File: config.mk
export PLATFORM = sky130hd
export DESIGN_NAME = drw_dev_flat
export DESIGN_NICKNAME = d
export VERILOG_FILES = /design/src/rtl/drw_pkg.sv /design/src/rtl/drw_if.sv /design/src/rtl/drw_dev.sv /design/src/rtl/drw_wait.sv /design/src/flat_wrapper.sv
export SDC_FILE = /design/constraint.sdc
export NUM_CORES = 1
export LEC_CHECK = 0
export ABC_CLOCK_PERIOD_IN_PS = 3350
export BUFFER_PORTS_ARGS = -buffer_cell sky130_fd_sc_hd__buf_2
export CAP_MARGIN = 20
export CORE_MARGIN = 2
export CORE_UTILIZATION = 35
export DETAILED_ROUTE_END_ITERATION = 6
export PLACE_DENSITY_LB_ADDON = 0.25
export SLEW_MARGIN = 15
export SYNTH_ARGS = -nofsm -noshare
export SYNTH_HDL_FRONTEND = slang
export SYNTH_HIERARCHICAL = 1
export SYNTH_SLANG_ARGS = --single-unit
export TNS_END_PERCENT = 50
File: constraint.sdc
create_clock -name clk_i -period 3.35 [get_ports clk_i]
set_input_delay 0.335 -clock clk_i [delete_from_list [all_inputs] [get_ports clk_i]]
set_output_delay 0.335 -clock clk_i [all_outputs]
set_load 0.05 [all_outputs]
File: src/rtl/drw_pkg.sv
// Package of constants and types for the DRAM refresh and wait logic
// How it works
// - Single strobes stagger one per edge
// - Paired strobes: 0,1 then 2,3
// - All strobes assert on first edge
// - Scrubbing only non-staggered, chosen by configuration
// - Scrub refresh asserts column strobes during rows
// - Far logic may extend and drive write
// - Refresh address counter is 22 or 24 bits
// - Counter order bank, column, row low
// - Bank bits pick scrub column strobes
// - Only all-row refresh may be extended
// - Extend sampled each edge until low
// - External request without disable clears counter
// - Request then disable gives back-to-back refresh
// - 500 ns request clears timer and counter
// - Wait while precharge, refresh, count, input, grant
// - Type bit selects wait or acknowledge
// - Wait asserts at start, negates after count
// - Page mode: wait follows column enable
// - Wait stays negated after access ends
// - Acknowledge asserts after programmed count
// - Page mode: acknowledge toggles with column enable
// - Acknowledge negates when access ends
// - Refresh in progress one clock before strobes
package drw_pkg;
   localparam int CNT_W = 24;
   localparam int ROW_W = 11;
   localparam int COL_W = 11;
   localparam int ROW_LSB = 0;
   localparam int COL_LSB = ROW_W;
   localparam int BANK_LSB = ROW_W + COL_W;
   localparam int SP_CNT_W = 22;
   localparam int SP_BANK_LSB = 20;
   localparam logic [CNT_W-1:0] CNT_RST = 24'h000000;
   localparam int CLK_NS = 50;
   localparam int CLR_NS = 500;
   localparam int CLR_CYC = (CLR_NS + CLK_NS - 1) / CLK_NS;
   localparam int REF_US = 15;
   localparam int REF_CYC = REF_US * 1000 / CLK_NS;
   localparam logic [1:0] RAS_SINGLE = 2'h0;
   localparam logic [1:0] RAS_PAIR = 2'h1;
   localparam logic [1:0] RAS_ALL = 2'h2;
   typedef enum logic [1:0] {
      ST_IDLE = 2'b00,
      ST_PRE = 2'b01,
      ST_LOW = 2'b10,
      ST_CHG = 2'b11
   } drw_ref_t;
endpackage

File: src/rtl/drw_if.sv
// Interface joining the CPU/refresh logic end and the controller end
`timescale 1ns/1ps
interface drw_if;
   logic access_request_in;
   logic cas_enable_in;
   logic extra_wait_in;
   logic port_b_grant;
   logic extend_refresh_in;
   logic external_refresh_request_in;
   logic disable_auto_refresh_in;
   logic write_enable;
   logic refresh_in_progress;
   logic transfer_acknowledge_out;
   logic [3:0] ras_b;
   logic [3:0] cas_b;
   modport dev (
      input access_request_in, cas_enable_in, extra_wait_in, port_b_grant,
      input extend_refresh_in, external_refresh_request_in,
      input disable_auto_refresh_in, write_enable,
      output refresh_in_progress, transfer_acknowledge_out, ras_b, cas_b
   );
   modport host (
      output access_request_in, cas_enable_in, extra_wait_in, port_b_grant,
      output extend_refresh_in, external_refresh_request_in,
      output disable_auto_refresh_in, write_enable,
      input refresh_in_progress, transfer_acknowledge_out, ras_b, cas_b
   );
endinterface

File: src/rtl/drw_dev.sv
// Controller end: refresh sequencer and CPU wait output
//
// Decided for this implementation: the strobed register port and the placing of the registers.
`timescale 1ns/1ps
module drw_dev (
   drw_if.dev bus,
   input wire logic clk_i,
   input wire logic rst_b_i,
   input wire logic prog_i,
   input wire logic [2:0] ras_cas_config_bits_i,
   input wire logic staggered_select_bit_i,
   input wire logic [1:0] ras_low_i,
   input wire logic [1:0] precharge_i,
   input wire logic wait_type_select_bit_i,
   input wire logic [1:0] wait_delay_bits_i,
   input wire logic page_mode_i,
   input wire logic dual_port_i,
   output logic [drw_pkg::CNT_W-1:0] refresh_addr_o,
   output logic wait_o
);
   typedef struct packed {
      drw_pkg::drw_ref_t st;
      logic stag;
      logic ack_mode;
      logic page;
      logic dual;
      logic [1:0] dly;
      logic [1:0] grp;
      logic scrub;
      logic [1:0] rlow;
      logic [1:0] pre;
      logic [2:0] step;
      logic [3:0] on;
      logic [3:0] cas;
      logic [3:0][2:0] cnt;
      logic [drw_pkg::CNT_W-1:0] addr;
      logic [15:0] timer;
      logic [4:0] hold;
      logic pend;
      logic rq_d;
   } drw_dst_t;
   drw_dst_t s;
   drw_dst_t next_s;
   logic hold_w;
   ////////////////////////////////////////////////////////////////////////
   // Column strobes chosen from bank bits and configuration
   function automatic logic [3:0] scrub_cas(input logic [1:0] grp,
                                            input logic [1:0] bank);
      case (grp)
         drw_pkg::RAS_ALL: scrub_cas = 4'hf;
         drw_pkg::RAS_PAIR: scrub_cas = bank[0] ? 4'hc : 4'h3;
         default: scrub_cas = 4'h1 << bank;
      endcase
   endfunction
   ////////////////////////////////////////////////////////////////////////
   // Refresh sequencing, counter and request timer
   always_comb begin
      logic [1:0] bank;
      logic [drw_pkg::CNT_W-1:0] inc;
      logic set_pend;
      bank = 2'h0;
      inc = '0;
      set_pend = 1'b0;
      next_s = s;
      if (prog_i) begin
         // Latch configuration at programming
         next_s.grp = ras_cas_config_bits_i[1:0] == 2'h3 ? drw_pkg::RAS_ALL
                      : {1'b0, ras_cas_config_bits_i[0]};
         next_s.stag = staggered_select_bit_i;
         next_s.scrub = !staggered_select_bit_i &&
                        !ras_cas_config_bits_i[2];
         next_s.rlow = ras_low_i;
         next_s.pre = precharge_i;
         next_s.ack_mode = wait_type_select_bit_i;
         next_s.dly = wait_delay_bits_i;
         next_s.page = page_mode_i;
         next_s.dual = dual_port_i;
      end
      // Request timer, cleared by a long external request
      next_s.rq_d = bus.external_refresh_request_in;
      if (bus.external_refresh_request_in &&
          !bus.disable_auto_refresh_in) begin
         if (!s.rq_d) begin
            next_s.addr = drw_pkg::CNT_RST;
         end
         if (s.hold < 5'(drw_pkg::CLR_CYC - 1)) begin
            next_s.hold = s.hold + 5'h1;
         end else begin
            next_s.timer = 16'h0000;
            next_s.addr = drw_pkg::CNT_RST;
         end
      end else begin
         next_s.hold = 5'h00;
         if (s.timer >= 16'(drw_pkg::REF_CYC - 1)) begin
            next_s.timer = 16'h0000;
            if (!bus.disable_auto_refresh_in) begin
               set_pend = 1'b1;
            end
         end else begin
            next_s.timer = s.timer + 16'h0001;
         end
      end
      if (bus.external_refresh_request_in && bus.disable_auto_refresh_in) begin
         set_pend = 1'b1;
      end
      case (s.st)
         drw_pkg::ST_IDLE: begin
            if (s.pend && !bus.access_request_in) begin
               next_s.st = drw_pkg::ST_PRE;
               next_s.step = 3'h0;
            end
         end
         drw_pkg::ST_PRE: begin
            next_s.st = drw_pkg::ST_LOW;
            next_s.step = 3'h1;
            if (!s.stag || s.grp == drw_pkg::RAS_ALL) begin
               next_s.on = 4'hf;
            end else if (s.grp == drw_pkg::RAS_PAIR) begin
               next_s.on = 4'h3;
            end else begin
               next_s.on = 4'h1;
            end
            for (int i = 0; i < 4; i++) begin
               next_s.cnt[i] = next_s.on[i] ? {1'b0, s.rlow} : 3'h0;
            end
            bank = s.dual ? s.addr[drw_pkg::BANK_LSB +: 2]
                   : s.addr[drw_pkg::SP_BANK_LSB +: 2];
            if (s.scrub) begin
               next_s.cas = scrub_cas(s.grp, bank);
            end
         end
         drw_pkg::ST_LOW: begin
            // Stagger remaining groups one per edge
            if (s.stag && s.grp != drw_pkg::RAS_ALL && s.step < 3'h4) begin
               if (s.grp == drw_pkg::RAS_PAIR && s.step == 3'h1) begin
                  next_s.on[3:2] = 2'h3;
                  next_s.cnt[2] = {1'b0, s.rlow};
                  next_s.cnt[3] = {1'b0, s.rlow};
               end else if (s.grp == drw_pkg::RAS_SINGLE) begin
                  next_s.on[s.step[1:0]] = 1'b1;
                  next_s.cnt[s.step[1:0]] = {1'b0, s.rlow};
               end
               next_s.step = s.step + 3'h1;
            end
            for (int i = 0; i < 4; i++) begin
               if (s.on[i]) begin
                  if (s.cnt[i] != 3'h0) begin
                     next_s.cnt[i] = s.cnt[i] - 3'h1;
                  end else if (!(bus.extend_refresh_in && !s.stag)) begin
                     next_s.on[i] = 1'b0;
                  end
               end
            end
            if (next_s.on == 4'h0 && s.step != 3'h0 &&
                (!s.stag || s.grp == drw_pkg::RAS_ALL || s.step >= 3'h4 ||
                 (s.grp == drw_pkg::RAS_PAIR && s.step >= 3'h2))) begin
               next_s.cas = 4'h0;
               next_s.st = drw_pkg::ST_CHG;
               next_s.step = {1'b0, s.pre};
               next_s.pend = 1'b0;
               inc = s.addr + 1'b1;
               next_s.addr = s.dual ? inc
                             : {2'h0, inc[drw_pkg::SP_CNT_W-1:0]};
            end
         end
         drw_pkg::ST_CHG: begin
            if (s.step == 3'h0) begin
               next_s.st = drw_pkg::ST_IDLE;
            end else begin
               next_s.step = s.step - 3'h1;
            end
         end
         default: next_s.st = drw_pkg::ST_IDLE;
      endcase
      // A request arriving as a refresh ends is kept, not lost
      if (set_pend) begin
         next_s.pend = 1'b1;
      end
   end
   always_ff @(posedge clk_i or negedge rst_b_i) begin
      if (!rst_b_i) begin
         s <= '0;
      end else begin
         s <= next_s;
      end
   end
   ////////////////////////////////////////////////////////////////////////
   // Outputs and wait generator
   assign bus.refresh_in_progress = s.st == drw_pkg::ST_PRE ||
                                    s.st == drw_pkg::ST_LOW;
   assign bus.ras_b = ~s.on;
   assign bus.cas_b = ~s.cas;
   assign refresh_addr_o = s.addr;
   assign hold_w = s.st != drw_pkg::ST_IDLE || bus.extra_wait_in ||
                   !bus.port_b_grant;
   drw_wait drw_wait_i (
      .clk_i(clk_i),
      .rst_b_i(rst_b_i),
      .ack_mode_i(s.ack_mode),
      .delay_i(s.dly),
      .page_i(s.page),
      .access_i(bus.access_request_in),
      .cas_en_i(bus.cas_enable_in),
      .hold_i(hold_w),
      .wait_o(wait_o)
   );
   assign bus.transfer_acknowledge_out = wait_o;
endmodule

File: src/rtl/drw_wait.sv
// Wait or acknowledge output generator
`timescale 1ns/1ps
module drw_wait (
   input wire logic clk_i,
   input wire logic rst_b_i,
   input wire logic ack_mode_i,
   input wire logic [1:0] delay_i,
   input wire logic page_i,
   input wire logic access_i,
   input wire logic cas_en_i,
   input wire logic hold_i,
   output logic wait_o
);
   typedef struct packed {
      logic act;
      logic [2:0] cnt;
      logic done;
      logic out;
   } drw_wst_t;
   drw_wst_t s;
   drw_wst_t next_s;
   ////////////////////////////////////////////////////////////////////////
   // Count edges from access start, hold while a cause of wait stands
   always_comb begin
      next_s = s;
      if (!access_i) begin
         next_s = '0;
      end else if (!s.act) begin
         next_s.act = 1'b1;
         next_s.cnt = 3'h0;
      end else if (!s.done) begin
         if (!hold_i) begin
            if (s.cnt >= {1'b0, delay_i}) begin
               next_s.done = 1'b1;
            end else begin
               next_s.cnt = s.cnt + 3'h1;
            end
         end
      end
      // Ready level: done and, in page mode, column enable active
      next_s.out = next_s.done && (!page_i || cas_en_i);
      if (hold_i) begin
         next_s.out = 1'b0;
      end
   end
   always_ff @(posedge clk_i or negedge rst_b_i) begin
      if (!rst_b_i) begin
         s <= '0;
      end else begin
         s <= next_s;
      end
   end
   // Wait style: high means wait; ack style: high means acknowledge
   always_comb begin
      if (ack_mode_i) begin
         wait_o = s.out;
      end else begin
         wait_o = s.act && !s.out ? 1'b1 : 1'b0;
      end
   end
endmodule

File: src/flat_wrapper.sv
// flat-port wrapper written by rule: the top's interface ports become plain ports
module drw_dev_flat 
  (clk_i, rst_b_i, prog_i, ras_cas_config_bits_i, staggered_select_bit_i, ras_low_i, precharge_i, wait_type_select_bit_i, wait_delay_bits_i, page_mode_i, dual_port_i, refresh_addr_o, wait_o, bus_access_request_in, bus_cas_enable_in, bus_extra_wait_in, bus_port_b_grant, bus_extend_refresh_in, bus_external_refresh_request_in, bus_disable_auto_refresh_in, bus_write_enable, bus_refresh_in_progress, bus_transfer_acknowledge_out, bus_ras_b, bus_cas_b);
  drw_if bus_i ();
  input wire logic clk_i;
  input wire logic rst_b_i;
  input wire logic prog_i;
  input wire logic [2:0] ras_cas_config_bits_i;
  input wire logic staggered_select_bit_i;
  input wire logic [1:0] ras_low_i;
  input wire logic [1:0] precharge_i;
  input wire logic wait_type_select_bit_i;
  input wire logic [1:0] wait_delay_bits_i;
  input wire logic page_mode_i;
  input wire logic dual_port_i;
  output logic [drw_pkg::CNT_W-1:0] refresh_addr_o;
  output logic wait_o;
  input wire logic [$bits(bus_i.access_request_in)-1:0] bus_access_request_in;
  input wire logic [$bits(bus_i.cas_enable_in)-1:0] bus_cas_enable_in;
  input wire logic [$bits(bus_i.extra_wait_in)-1:0] bus_extra_wait_in;
  input wire logic [$bits(bus_i.port_b_grant)-1:0] bus_port_b_grant;
  input wire logic [$bits(bus_i.extend_refresh_in)-1:0] bus_extend_refresh_in;
  input wire logic [$bits(bus_i.external_refresh_request_in)-1:0] bus_external_refresh_request_in;
  input wire logic [$bits(bus_i.disable_auto_refresh_in)-1:0] bus_disable_auto_refresh_in;
  input wire logic [$bits(bus_i.write_enable)-1:0] bus_write_enable;
  output wire logic [$bits(bus_i.refresh_in_progress)-1:0] bus_refresh_in_progress;
  output wire logic [$bits(bus_i.transfer_acknowledge_out)-1:0] bus_transfer_acknowledge_out;
  output wire logic [$bits(bus_i.ras_b)-1:0] bus_ras_b;
  output wire logic [$bits(bus_i.cas_b)-1:0] bus_cas_b;
  assign bus_i.access_request_in = bus_access_request_in;
  assign bus_i.cas_enable_in = bus_cas_enable_in;
  assign bus_i.extra_wait_in = bus_extra_wait_in;
  assign bus_i.port_b_grant = bus_port_b_grant;
  assign bus_i.extend_refresh_in = bus_extend_refresh_in;
  assign bus_i.external_refresh_request_in = bus_external_refresh_request_in;
  assign bus_i.disable_auto_refresh_in = bus_disable_auto_refresh_in;
  assign bus_i.write_enable = bus_write_enable;
  assign bus_refresh_in_progress = bus_i.refresh_in_progress;
  assign bus_transfer_acknowledge_out = bus_i.transfer_acknowledge_out;
  assign bus_ras_b = bus_i.ras_b;
  assign bus_cas_b = bus_i.cas_b;
  drw_dev u_core (.bus(bus_i), .clk_i(clk_i), .rst_b_i(rst_b_i), .prog_i(prog_i), .ras_cas_config_bits_i(ras_cas_config_bits_i), .staggered_select_bit_i(staggered_select_bit_i), .ras_low_i(ras_low_i), .precharge_i(precharge_i), .wait_type_select_bit_i(wait_type_select_bit_i), .wait_delay_bits_i(wait_delay_bits_i), .page_mode_i(page_mode_i), .dual_port_i(dual_port_i), .refresh_addr_o(refresh_addr_o), .wait_o(wait_o));
endmodule
== Word-level counts from Yosys, hierarchy flattened ==
Cells that the tools add are included.

* Equality and inequality tests: 19
* Muxes and demuxes: 85
* Bitwise gates (word level): 3
* Reductions and logical operators: 47
* Add/sub/neg operators: 10
* $lt $le $gt $ge: 8
* Shifts and indexed selects: 1

{| class="wikitable"
|+ Operator list
! operator !! count
|-
| two-way mux 24 bit || 5
|-
| two-way mux 3 bit || 14
|-
| two-way mux 40 bit || 1
|-
| one-hot mux 20 bit (2 select lines) || 1
|-
| two-way mux 4 bit || 8
|-
| two-way mux 1 bit || 29
|-
| adder 24 x 1 -> 24 bit (second input constant) || 1
|-
| two-way mux 12 bit || 2
|-
| two-way mux 2 bit || 12
|-
| two-way mux 21 bit || 1
|-
| adder 16 x 1 -> 16 bit (second input constant) || 1
|-
| greater-or-equal comparator 16 x 9 -> 1 bit (second input constant) || 1
|-
| two-way mux 16 bit || 1
|-
| nonzero test 3 bit || 5
|-
| subtractor 3 x 1 -> 3 bit (second input constant) || 5
|-
| logical AND 1 bit || 14
|-
| bitwise mux 12 bit || 1
|-
| two-way mux 6 bit || 2
|-
| one-hot mux 3 bit (4 select lines) || 1
|-
| AND reduction 3 bit || 4
|-
| two-way mux 5 bit || 2
|-
| inequality test 3 bit (second input constant) || 3
|-
| equality test 2 bit (second input constant) || 4
|-
| logical NOT 1 bit || 8
|-
| other kinds (28) || 47
|}

* Flip-flop bits (word level): 91
* Output and inout port bits: 35

== Logic depth before layout (Yosys ltp) ==
* Word-level depth: 18
* Gate-level depth with buffers: 9
* Mapped depth without buffers: 8

== Cells and area by module ==
The synthesis kept the hierarchy.

{| class="wikitable"
|+ Modules (own cells, without submodules)
! module !! seq. area each (µm²) !! area each (µm²) !! cells each !! instances
|-
| drw_dev || 2127.0 || 5131.2 || 551 || 1
|-
| drw_wait || 150.1 || 345.3 || 35 || 1
|}

== Worst setup path after synthesis ==
No wires, ideal clock.

* Kind: register -> register
* From: register u_core/s[67] (netlist name)
* To: register u_core.s, in the netlist u_core/refresh_addr_o[23]
* Period minus slack after synthesis: 2.345 ns
* Data arrival time: 2.224 ns
* Cell stages (with the launch flop): 9
* Buffers on the path: 1
* Setup slack: 1.005 ns
* Library setup time: 0.122 ns
* Cells stage by stage: dfrtp_1 > inv_1 > ha_1 > a22oi_1 > o211ai_1 > a221o_2 > o41a_4 > buf_6 > a32o_1

{| class="wikitable"
|+ RTL lines
! what !! RTL line !! RTL
|-
| start: declaration || drw_dev.sv:42 || <nowiki>drw_dst_t s;</nowiki>
|-
| start signal: assignment || drw_dev.sv:184 || <nowiki>s <= next_s;</nowiki>
|}

==> impl_metrics.csv <==
group,metric,value,unit
cts,cts-root-buf,"clkbuf_16",
logic_synthesis,ys_seq_area_share,41.6,%
worst_setup_path,path_max_fanout,7,
worst_setup_path,r2r_slack,0.64,ns
logic_synthesis,ys_ff_latch,91,
die,pin_count,59,
timing,setup_tns,0,ns
cts,cts_hold_buf,0,
worst_setup_path,end_kind,"flop",
cts,cts-buffers-inserted,9,
logic_synthesis,synth_enable_flop_cells,0,
global_routing,antenna_found_initial,0,
cts,worstSkewPairLatency,0.35,ns
logic_synthesis,synth_fp_nets,638,
timing,skew,0.0108,ns
die,die_x,129,um
hold_path,hp-class,"in -> async",
final_layout,num_antenna_cells,0,
timing,post-route-period-util,80.8,%
timing,hold_ws,0.119,ns
timing,maxSlewViolCount,0,
detailed_routing,vias,4424,
logic_synthesis,yosys_warnings,6,
pwr,p_per_area,742,nW/um^2
timing,rsz0062_at_grt,"no",
place,dp_cells,820,
timing,fin_crit,2.71,ns
final_layout,layout_commonest_cell,"dfrtp_1",
global_routing,grt-ovfl-total,0,
global_routing,track_usage,16.5,%
timing,hold_viol_final,0,
cts,cts_buffer_depth,2,
worst_setup_path,worstPathArrival,2.95,ns
logic_synthesis,synthFlopType,"dfrtp_1",
final_layout,final_cells,836,
logic_synthesis,async_reset_ff_share,100,%
logic_synthesis,synth.distinct_cells,68,
final_layout,layout_common_cells,"91 x dfrtp_1, 56 x buf_2, 48 x nand2_1, 47 x o21ai_0, 45 x inv_1",
timing,relSlewSlack,35.6,%
flow_run,max_cap_violations,0,
logic_synthesis,synth_cells,586,
place,port_buffers,57,
cts,clock-sinks,91,
die,die_y,129,um
cts,post_cts_buffers,0,
worst_setup_path,start_kind,"flop",
cts,clk_pin_slew,0.07,ns
outcome,status,"complete, no violations",
global_routing,grt_pass1_vias,4320,
die,die-area,16700,um^2
global_routing,grt_max_degree,73,
worst_setup_path,criticalPathCategory,"reg -> reg",
timing,finalSetupViolCount,0,
detailed_routing,firstDrtPassIters,5,
place,post-dp-hpwl,9150,um
logic_synthesis,syn_area,5480,um^2
pwr,power,0.00454,W
detailed_routing,drc,0,
die,start_util,35.9,%
detailed_routing,drt_iter0_drc,324,
worst_setup_path,cp.required,3.60,ns
pwr,ir_worst_vdd,265,uV
worst_setup_path,r2r-start,"u_core/s[67]",
pwr,p_leak,2.88,nW
final_layout,syn_to_final_growth,11.9,%
worst_setup_path,r2r_end,"u_core/refresh_addr_o[15]",
place,gp_congestion,0.847,
detailed_routing,wirelength,12900,um
final_layout,drive_gt1_share,18.6,%
logic_synthesis,synth_largest_area_cell,"dfrtp_1",
timing,fmax,370,MHz
cts,htreeDepth,3,
detailed_routing,wl_per_cell,15.5,um
detailed_routing,via_per_inst,5.29,
die,rows,45,
logic_synthesis,syn_area_per_cell,9.35,um^2
worst_setup_path,reg2regPathDepth,8,
die,core_area,15300,um^2
logic_synthesis,synthTopCellsByArea,"dfrtp_1 42%, ha_1 6.4%, o21ai_0 4.3%",
cts,cts_resized,0,
place,dp_slack,0.663,ns
timing,worstMarginPinSlew,0.966,ns
cts,cts_tree,"done",
detailed_routing,ant_nets,0,
final_layout,nNetsFinal,672,
logic_synthesis,synth_top_area_share,41.6,%
timing,fin_ws,0.644,ns
global_routing,grt_pass1_wl,21500,um
==> report_power, final <==
part / internal [W] / total [W] / switching (W) / leakage [nW]
combinational: 0.000712 / 0.00199 / 0.00128 / 1.55
sequential: 0.00130 / 0.00150 / 0.000200 / 1.19
clock: 0.000602 / 0.00105 / 0.000451 / 0.146
total: 0.00262 / 0.00454 / 0.00193 / 2.88
==> worst max-delay path, stage by stage, from the launching register on <==
cell	delay, ns
dfrtp_1	0.43
inv_1	0.12
ha_1	0.21
a22oi_1	0.33
o211ai_1	0.19
a221o_2	0.43
o41ai_4	0.50
o21ai_0	0.18
a21o_1	0.22
==> routing by layer <==
metal,wire (um),GRT usage [%]
met4,201,6.84
met2,6080,26.2
met5,0,0
met3,620,3.55
met1,6040,21.9
==> state kept, by name, summed over array words and instances, names as in the netlist <==
register and cells:
u_core/s 61, u_core/refresh_addr_o 24, u_core/drw_wait_i/s 6
==> how the worst max path moves through the flow <==
stage	start	endpoint	slack, ns	depth (start not counted)
final	u_core/s[67]	u_core/refresh_addr_o[15]	0.64	8
after detailed placement	u_core/s[67]	u_core/refresh_addr_o[6]	0.66	8
after global placement	u_core/s[67]	u_core/refresh_addr_o[6]	0.73	8
after CTS	u_core/s[67]	u_core/refresh_addr_o[3]	0.65	8
after floorplan	u_core/s[67]	u_core/refresh_addr_o[23]	1.00	8
after global routing	u_core/s[75]	u_core/s[68]	0.49	8
==> metrics by stage <==
step                utilization [%]  cell area [um^2]
global route                   40.1              6130
detailed placement             38.2              5820
global placement               38.2              5820
finish                         40.1              6130
CTS                            40.1              6130
floorplan                         -              5480
==> Yosys cell counts (6+ instances only) <==
cell and number:
nand2b_1 10, mux2_2 14, clkbuf_1 13, o31ai_1 6
ha_1 28, nand3_1 27, a21oi_1 42, nand2_1 48
dfrtp_1 91, nor4_1 6, mux2i_1 17, nor2_1 28
o21ai_0 47, nor2b_1 7, a31oi_1 8, and3_1 17
a21o_1 6, inv_1 45, buf_4 26, or3_1 13
nor3_1 7
==> logic make-up after synthesis <==
kind of cell,synth area share [%]
DFF,41.6
AOI/OAI and AO/OA,19.0
and+or+nand+nor,18.4
adders and majority gates,6.40
buffers and inverters,8.20
xor gates and xnor gates,0.480
muxes,5.99
==> final cells by class <==
| cell class | count | area, um^2 |
|---|---|---|
| Fill cell | 1530 | 9130 |
| Multi-Input combinational cell | 406 | 2750 |
| Sequential cell | 91 | 2280 |
| Timing Repair Buffer | 67 | 363 |
| Tap cell | 211 | 264 |
| Clock buffer | 11 | 243 |
| Inverter | 45 | 169 |
| Clock inverter | 5 | 60.1 |
(Power assumes the default switching activity.)
